==> src/verilog/lsc_consts.vh <==
// register map, field positions, reset values and counts of the lin control
`ifndef LSC_CONSTS_VH
`define LSC_CONSTS_VH

`define LSC_ADDR_W          2
`define LSC_A_CTRL          2'h0
`define LSC_A_FLAGS         2'h1
`define LSC_A_CKS           2'h2

`define LSC_CTRL_WMASK      16'h1FFF
`define LSC_CTRL_RST        16'h0000
`define LSC_FLAGS_RST       5'h00
`define LSC_CKS_RST         8'hFF

`define LSC_B_TXMODE        0
`define LSC_B_M_TXRDY       1
`define LSC_B_M_TXC         2
`define LSC_B_M_BRK         3
`define LSC_B_M_COL         4
`define LSC_B_M_NEG         5
`define LSC_B_M_COLTXC      6
`define LSC_B_CLASSIC       7
`define LSC_B_SENDCKS       8
`define LSC_B_SYNCCHK       9
`define LSC_B_EN            11

`define LSC_F_TXRDY         1
`define LSC_F_TXC           2
`define LSC_F_BRK           3
`define LSC_F_COL           4
`define LSC_F_NEG           5

`define LSC_SYNC_MAX_CLK    750
`define LSC_SYNC_CNT_W      12
`define LSC_NEG_MAX         57
`define LSC_NEG_CNT_W       7

`endif

==> src/verilog/lsc_ctrl.v <==
// lin slave control register, event flags, checksum and frame checks
//
// Local design decisions: the placing of the registers and the plain strobed port.
`timescale 1ns/10ps
`include "lsc_consts.vh"
module lsc_ctrl (
  input  wire                   clk_in,       // core clock, 100 MHz
  input  wire                   rst_in,       // async reset, active high
  input  wire [`LSC_ADDR_W-1:0] addr_in,      // register index
  input  wire [15:0]            wdata_in,     // write data
  input  wire                   wr_in,        // write strobe
  input  wire                   rd_in,        // read strobe
  output reg  [15:0]            rdata_out,    // read data, cycle after rd
  input  wire                   lin_rx_in,    // received bus level
  input  wire                   brk_in,       // valid break seen, pulse
  input  wire                   col_in,       // collision seen, pulse
  input  wire                   tx_ready_in,  // byte moved to shifter
  input  wire                   tx_done_in,   // all data sent, pulse
  input  wire                   byte_in,      // byte moved on bus, pulse
  input  wire [7:0]             byte_val_in,  // value of that byte
  input  wire                   byte_pid_in,  // that byte is the pid
  input  wire                   cks_sent_in,  // checksum byte sent, pulse
  output reg                    enable_out,   // interface enabled
  output reg                    tx_mode_out,  // transmit data bytes
  output reg                    send_cks_out, // append checksum now
  output reg  [7:0]             cks_out,      // checksum byte to send
  output reg                    brk_again_out,// sync low timed as break
  output reg                    irq_out       // interrupt request
);

  reg  [15:0] lin_control;
  reg  [5:1]  lin_event_flags;
  reg  [7:0]  running_checksum;
  reg  [15:0] next_control;
  reg  [5:1]  next_flags;
  reg  [7:0]  next_cks;
  reg  [15:0] next_rdata;
  reg  [8:0]  cks_sum;
  reg         rx_q;
  reg         sync_arm;
  reg         neg_over_q;
  reg         next_irq;
  reg         next_sync_arm;
  reg         next_brk_again;

  wire                         en;
  wire                         fall;
  wire                         rise;
  wire                         col_ok;
  wire                         flags_rd;
  wire                         ctl_wr;
  wire                         class_chg;
  wire [`LSC_SYNC_CNT_W-1:0]   low_cnt;
  wire                         low_over;
  wire [`LSC_NEG_CNT_W-1:0]    neg_cnt;
  wire                         neg_over;

  assign en       = lin_control[`LSC_B_EN];
  assign fall     = rx_q & ~lin_rx_in;
  assign rise     = ~rx_q & lin_rx_in;
  assign flags_rd = rd_in && (addr_in == `LSC_A_FLAGS);
  assign ctl_wr   = wr_in && (addr_in == `LSC_A_CTRL);
  // late collisions are dropped only while the combined mask is set;
  // one that lands before transmit complete still counts
  assign col_ok   = ~lin_control[`LSC_B_M_COLTXC]
                  | ~lin_event_flags[`LSC_F_TXC];
  assign class_chg = ctl_wr && en &&
                     (wdata_in[`LSC_B_CLASSIC] !=
                      lin_control[`LSC_B_CLASSIC]);

  // low time of the sync start bit, counted only when the check is on
  lsc_sat_cnt #(
    .W     (`LSC_SYNC_CNT_W),
    .LIMIT (`LSC_SYNC_MAX_CLK)
  ) u_low (
    .clk_in    (clk_in),
    .rst_in    (rst_in),
    .clr_in    (~en | lin_rx_in | ~sync_arm),
    .inc_in    (lin_control[`LSC_B_SYNCCHK]),
    .count_out (low_cnt),
    .over_out  (low_over)
  );

  // falling edges since the last break
  lsc_sat_cnt #(
    .W     (`LSC_NEG_CNT_W),
    .LIMIT (`LSC_NEG_MAX)
  ) u_neg (
    .clk_in    (clk_in),
    .rst_in    (rst_in),
    .clr_in    (~en | brk_in),
    .inc_in    (fall),
    .count_out (neg_cnt),
    .over_out  (neg_over)
  );

  // control register
  always @* begin
    next_control = lin_control;
    if (ctl_wr) begin
      next_control = wdata_in & `LSC_CTRL_WMASK;
    end
    if (en && cks_sent_in) begin
      next_control[`LSC_B_SENDCKS] = 1'b0;
    end
    if (en && brk_in) begin
      next_control[`LSC_B_TXMODE] = 1'b0;
    end
    // a software write in the same cycle wins over the hardware clears
    if (ctl_wr) begin
      if (wdata_in[`LSC_B_SENDCKS]) begin
        next_control[`LSC_B_SENDCKS] = 1'b1;
        next_control[`LSC_B_M_TXRDY] = 1'b1;
      end
      if (wdata_in[`LSC_B_TXMODE]) begin
        next_control[`LSC_B_TXMODE] = 1'b1;
      end
    end
  end

  // event flags; every hardware set wins over the read clear
  always @* begin
    next_flags = lin_event_flags;
    if (!en) begin
      next_flags = `LSC_FLAGS_RST;
    end else begin
      if (flags_rd) begin
        next_flags[`LSC_F_COL] = 1'b0;
        next_flags[`LSC_F_BRK] = 1'b0;
        next_flags[`LSC_F_NEG] = 1'b0;
      end
      // transmit ready mirrors the shifter handshake, one cycle late
      next_flags[`LSC_F_TXRDY] = tx_ready_in;
      if (brk_in) begin
        next_flags[`LSC_F_TXC] = 1'b0;
        next_flags[`LSC_F_BRK] = 1'b1;
      end
      if (tx_done_in) begin
        next_flags[`LSC_F_TXC] = 1'b1;
      end
      if (col_in && col_ok) begin
        next_flags[`LSC_F_COL] = 1'b1;
      end
      if (neg_over && !neg_over_q) begin
        next_flags[`LSC_F_NEG] = 1'b1;
      end
    end
  end

  // running checksum, held inverted so it reads straight out
  always @* begin
    cks_sum  = {1'b0, ~running_checksum} + {1'b0, byte_val_in};
    next_cks = running_checksum;
    if (!en || brk_in || class_chg) begin
      next_cks = `LSC_CKS_RST;
    end else if (byte_in &&
                 !(byte_pid_in &&
                   lin_control[`LSC_B_CLASSIC])) begin
      next_cks = ~(cks_sum[7:0] + {7'h00, cks_sum[8]});
    end
  end

  // read mux; unmapped indices read zero
  always @* begin
    next_rdata = 16'h0000;
    case (addr_in)
      `LSC_A_CTRL: begin
        next_rdata = lin_control;
      end
      `LSC_A_FLAGS: begin
        // bit 0 of the flag word is unused and reads zero
        next_rdata = {10'h000, lin_event_flags, 1'b0};
      end
      `LSC_A_CKS: begin
        next_rdata = {8'h00, running_checksum};
      end
      default: begin
        next_rdata = 16'h0000;
      end
    endcase
  end

  // one pending unmasked flag raises the request
  always @* begin
    next_irq = 1'b0;
    if (lin_event_flags[`LSC_F_COL] &&
        !lin_control[`LSC_B_M_COL]) begin
      next_irq = 1'b1;
    end
    // the combined mask silences transmit complete as well
    if (lin_event_flags[`LSC_F_TXC] &&
        !lin_control[`LSC_B_M_TXC] &&
        !lin_control[`LSC_B_M_COLTXC]) begin
      next_irq = 1'b1;
    end
    if (lin_event_flags[`LSC_F_BRK] &&
        !lin_control[`LSC_B_M_BRK]) begin
      next_irq = 1'b1;
    end
    if (lin_event_flags[`LSC_F_NEG] &&
        !lin_control[`LSC_B_M_NEG]) begin
      next_irq = 1'b1;
    end
    if (lin_event_flags[`LSC_F_TXRDY] &&
        !lin_control[`LSC_B_M_TXRDY]) begin
      next_irq = 1'b1;
    end
  end

  // sync start bit: a break arms the timer; the first rising edge after
  // a counted low ends the start bit and disarms unless it ran too long
  always @* begin
    next_sync_arm = sync_arm;
    if (!en) begin
      next_sync_arm = 1'b0;
    end else if (brk_in) begin
      next_sync_arm = 1'b1;
    end else if (rise && low_cnt != {`LSC_SYNC_CNT_W{1'b0}}) begin
      next_sync_arm = low_over;
    end
    // held while the line stays low so the break timer keeps going
    next_brk_again = en && sync_arm && low_over && ~lin_rx_in;
  end

  // register state
  always @(posedge clk_in or posedge rst_in) begin
    if (rst_in) begin
      lin_control      <= `LSC_CTRL_RST;
      lin_event_flags  <= `LSC_FLAGS_RST;
      running_checksum <= `LSC_CKS_RST;
      rx_q             <= 1'b1;  // idle level, no false fall after reset
      neg_over_q       <= 1'b0;
    end else begin
      lin_control      <= next_control;
      lin_event_flags  <= next_flags;
      running_checksum <= next_cks;
      rx_q             <= lin_rx_in;
      neg_over_q       <= neg_over;
    end
  end

  always @(posedge clk_in or posedge rst_in) begin
    if (rst_in) begin
      sync_arm      <= 1'b0;
      brk_again_out <= 1'b0;
    end else begin
      sync_arm      <= next_sync_arm;
      brk_again_out <= next_brk_again;
    end
  end

  // read data stands one cycle after the strobe, zero otherwise
  always @(posedge clk_in or posedge rst_in) begin
    if (rst_in) begin
      rdata_out <= 16'h0000;
    end else begin
      rdata_out <= rd_in ? next_rdata : 16'h0000;
    end
  end

  // outputs but irq_out load from the same next values, so each mirrors its
  // register on the edge that updates it; irq_out follows the flags a cycle late
  always @(posedge clk_in or posedge rst_in) begin
    if (rst_in) begin
      enable_out   <= 1'b0;
      tx_mode_out  <= 1'b0;
      send_cks_out <= 1'b0;
      cks_out      <= `LSC_CKS_RST;
      irq_out      <= 1'b0;
    end else begin
      enable_out   <= next_control[`LSC_B_EN];
      tx_mode_out  <= next_control[`LSC_B_TXMODE];
      send_cks_out <= next_control[`LSC_B_SENDCKS];
      cks_out      <= next_cks;
      irq_out      <= next_irq;
    end
  end

endmodule // lsc_ctrl

==> src/verilog/lsc_sat_cnt.v <==
// saturating up counter with clear and an over-limit level
`timescale 1ns/10ps
module lsc_sat_cnt #(
  parameter W     = 8,
  parameter LIMIT = 8
) (
  input  wire         clk_in,    // core clock
  input  wire         rst_in,    // async reset, active high
  input  wire         clr_in,    // clear count, wins over inc
  input  wire         inc_in,    // count one step
  output reg  [W-1:0] count_out, // current count
  output wire         over_out   // count above limit
);

  localparam [W-1:0] LIM = LIMIT[W-1:0];
  localparam [W-1:0] TOP = {W{1'b1}};

  // saturate so a very long low never wraps back under the limit
  always @(posedge clk_in or posedge rst_in) begin
    if (rst_in) begin
      count_out <= {W{1'b0}};
    end else if (clr_in) begin
      count_out <= {W{1'b0}};
    end else if (inc_in && count_out != TOP) begin
      count_out <= count_out + {{(W-1){1'b0}}, 1'b1};
    end
  end

  assign over_out = (count_out > LIM);

endmodule // lsc_sat_cnt
==> config.mk <==
export PLATFORM = sky130hd
export DESIGN_NAME = lsc_ctrl
export DESIGN_NICKNAME = d
export VERILOG_FILES = /design/src/verilog/lsc_ctrl.v /design/src/verilog/lsc_sat_cnt.v
export VERILOG_INCLUDE_DIRS = /design/src /design/src/verilog
export SDC_FILE = /design/constraint.sdc
export NUM_CORES = 1
export LEC_CHECK = 0
export BUFFER_PORTS_ARGS = -buffer_cell sky130_fd_sc_hd__clkbuf_2
export CAP_MARGIN = 10
export CORE_MARGIN = 5
export CORE_UTILIZATION = 45
export CTS_CLUSTER_DIAMETER = 50
export DETAILED_ROUTE_END_ITERATION = 8
export GPL_TIMING_DRIVEN = 1
export MAX_ROUTING_LAYER = met4
export PLACE_DENSITY = 0.67
export SYNTH_ARGS = -nofsm -noshare
export SYNTH_HDL_FRONTEND = slang
export SYNTH_HIERARCHICAL = 1
export SYNTH_SLANG_ARGS = --single-unit
==> constraint.sdc <==
create_clock -name clk_in -period 3 [get_ports clk_in]
set_input_delay 0.45 -clock clk_in [delete_from_list [all_inputs] [get_ports clk_in]]
set_output_delay 0.45 -clock clk_in [all_outputs]
set_load 0.02 [all_outputs]
==> impl_results.md <==
* 1st-iter DRT viols at 101
* NetSw at 0.6233 mW
* Post-synth EDFFs at 0
* GR Util met3 at 5.786%
* Fin crit share at 95.19%
* DRT Wirelength at 7671 µm
* Drt pass-1 iters at 4
* Worst R2R Path Depth at 15
* Final setup violation count at 0
* Routed length per instance at 14.64 µm
* Num CTS Buffers at 9
* Post-Syn Area at 3511 µm²
* # rows at 32
* Chip width at 98.33 µm
* Largest net degree at the start of global routing at 28
* Via count at 2,775
* Total die area at 9669 µm²
* P_leak at 1.956 nW
* Post-synthesis async set-or-reset flop share at 100.0%
* RSZ-0062 raised after global routing: true
* Top_reg_cell synth: dfrtp_1
* Ant diodes at 0
* Clock Power Share at 38.4%
* Nets at 470
* Residual DRC count at 0
* CTS clk-pin slew, worst paths at 0.08 ns
* Hold Path Class: in -> async
* Worst setup EP type: register
* Yosys warnings at 6
* Sequential share of power at 44.9%
* Met2 Track Usage GR at 26.94%
* First-pass GRT wire length at 12,880 µm
* Nature of the critical path startpoint: register
* Max Cap Violations at 0
* Seq/Total Area, Yosys at 45.22%
* Maximum vdd drop at 0.3461 mV
* CTS tree: yes
* Post-synthesis xor/xnor area fraction at 3.493%
* Finished Cell Area at 4194 µm²
* Top cell type's share of synthesized area at 38.49%
* Mean area per synthesized cell at 9.946 µm²
* Adder-Cell Fraction of Synth Area at 5.560%
* Share of total power in combinational logic at 16.7%
* Mapped Cells at 353
* Dominant cell type by area after synthesis: dfrtp_1
* GPL Wtd Cong at 0.8927
* DRT antenna net count at 0
* Grt peak-use layer: met2
* Area of the core at 7647 µm²
* PD cells at 523.9 nW/µm²
* Crit Path Class: reg -> reg
* Layout Cells excl Fill at 524
* Setup total negative slack at 0 ns
* Number of global-route vias before repair at 2,727
* Starting Density at 45.91%
* Slew headroom at 35.40%
* Worst Clk Skew at 0.01133 ns
* Area contributors post-synth: dfrtp_1 (38%), dfstp_2 (6.7%), ha_1 (5.0%), nor2_1 (3.4%), mux2_2 (2.9%)
* Slew at the pin closest to its max-slew limit at 0.9631 ns
* Compound-gate portion of the synthesized area at 15.86%
* Fmax at 350.2 MHz
* Unique masters post-synth at 61
* Multiplexer area fraction after synthesis at 5.167%
* Area growth from synthesis to layout at 19.46%
* Sw frac at 28.37%
* GRT overflow at 0
* CTS H-Tree Depth at 3
* Required time worst endpoint at 3.26 ns
* Dpl hpwl at 5687 µm
* Final Critical Period at 2.856 ns
* Share of layout cells above drive strength 1 at 28.67%
* Via density at 5.296
* Gr usage total at 16.71%
* Root Buffer: clkbuf_8
* Sink Count at 63
* Outcome: complete, no violations
* Clock Latency Late Sink at 0.34 ns
* Clk buf depth at 2
* Antenna violations before repair at 0
* Fillers at 670
* Internal Power at 1.574 mW
* Main combinational cell family by area after synthesis: simple AND/OR/NAND/NOR gates
* Area occupied by multi-input gates at 1809 µm²
* Synth Register Bits at 63
* Crit Path Max Fanout at 2
* Hold slack final at 0.06529 ns
* Arrival time worst endpoint at 3.12 ns
* Post-synthesis simple-gate area fraction at 19.67%
* Placed cells at 508
* Die height at 98.33 µm
* Buffers on Ports at 60
* Final Hold Fails at 0
* Ports at 67
* GR met1 Demand/Resource at 20.61%
* Seq. cell area at 1588 µm²
* Dpl cell area at 3914 µm²
* Final Max Tran Viols at 0
[path summary, 6_finish.rpt]
check,from,slack [ns],to
setup / recovery,cks_out[0]$_DFFE_PP1P_,0.14,cks_out[7]$_DFFE_PP1P_
max in group asynchronous,rst_in,2.01,cks_out[7]$_DFFE_PP1P_
min in group clk_in,lin_rx_in,0.23,rx_q$_DFF_PP1_
setup reg to reg,cks_out[0]$_DFFE_PP1P_,0.14,cks_out[7]$_DFFE_PP1P_
hold reg to reg,lin_control[12]$_DFFE_PP0P_,0.47,rdata_out[12]$_DFF_PP0_
hold / removal,rst_in,0.07,u_neg/count_out[6]$_DFFE_PP0P_
[area by class of cell]
class                   count  share of cell area, %
well taps                 102                  3.043
clock buffers              10                  3.282
flip-flops and latches     63                  37.86
multi-input cells         253                  43.14
clock inverters             6                  2.208
inverters                  24                  2.148
repair buffers             66                  8.323
[metrics by stage]
| stage | worst slack, ns | total power, mW | util, % |
|---|---|---|---|
| after floorplan | 0.1808 | 1.242 | - |
| after global placement | 0.04822 | 1.353 | 51.18 |
| after detailed placement | 0.002544 | 1.363 | 51.18 |
| after CTS | 0.04865 | 2.209 | 54.19 |
| after global routing | -0.02481 | 2.306 | 54.84 |
| final | 0.1443 | 2.197 | 54.84 |
[power groups by stage]
stage,clock network [mW],registers [mW],logic [mW]
detailed placement,0,1.00,0.361
floorplan,0,1.02,0.226
CTS,0.861,0.986,0.362
finish,0.844,0.986,0.367
global route,0.899,0.996,0.412
global placement,0,1.00,0.353
[worst max-delay path, stage by stage, from the launching register on]
cell and delay [ns]:
dfstp_2 0.54, inv_2 0.04, ha_4 0.15, inv_2 0.05
fa_2 0.23, nor2b_4 0.05, o31a_1 0.30, o31ai_2 0.25
or2b_1 0.25, a21o_1 0.16, ha_2 0.18, and3_4 0.18
nand3_4 0.06, buf_6 0.11, o31ai_2 0.05, a31oi_1 0.18
[synth_stat cells (5+ instances only)]
| cell type | count |
|---|---|
| a211oi_1 | 7 |
| a21oi_1 | 20 |
| a31oi_1 | 7 |
| and2_1 | 12 |
| and4_1 | 5 |
| clkbuf_1 | 6 |
| dfrtp_1 | 54 |
| dfstp_2 | 9 |
| ha_1 | 14 |
| inv_1 | 24 |
| mux2_2 | 9 |
| mux2i_1 | 8 |
| nand2_1 | 24 |
| nand2b_1 | 5 |
| nand3_1 | 9 |
| nand4_1 | 7 |
| nor2_1 | 32 |
| nor2b_1 | 8 |
| o21a_1 | 5 |
| o21ai_0 | 13 |
| xnor2_1 | 9 |
| xor2_1 | 5 |
[repair_timing]
action | 4_1_cts | 5_1_grt
hold buffers | 0 | 0
gates resized for setup | 0 | 13
endpoints found under the setup margin | 0 | 5
hold endpoints to repair | 0 | 0
buffers inserted | 0 | 0
[cells in the final DEF (no fill, tap or decap), types with 3 or more instances in the layout]
cell type,count
clkbuf_8,10
inv_1,21
a31oi_1,7
dfrtp_1,54
ha_1,11
a21o_1,4
conb_1,3
nor3_1,4
xnor2_1,9
and2_1,12
dfstp_2,9
a21oi_1,20
xor2_1,5
nor2_1,32
nand2_1,24
a211oi_1,7
mux2i_1,8
nand2b_1,5
nor2b_1,8
o21ai_0,13
nor4_1,4
o21a_1,5
nand4_1,7
mux2_2,9
nand3_1,8
and4_1,5
or4_1,3
clkbuf_2,60
buf_4,5
[routing by layer]
layer	wire length, µm	vias up
met4	52	0
met5	0	-
met3	384	4
li1	-	1382
met2	3712	57
met1	3520	1332
[state kept, by name, summed over array words and instances, names as in the netlist]
| name | count |
|---|---|
| irq_out | 1 |
| u_neg/count_out | 7 |
| rx_q | 1 |
| sync_arm | 1 |
| neg_over_q | 1 |
| brk_again_out | 1 |
| lin_control | 13 |
| rdata_out | 13 |
| cks_out | 8 |
| u_low/count_out | 12 |
| lin_event_flags | 5 |
[cells by family after synthesis]
kind of cell	Yosys count
mux	17
simple gates	126
compound gates	78
buf+inv	39
xor+xnor	14
fa+ha+maj	15
flops	63
other cells	1
Power figures use the tool's default switching activity.
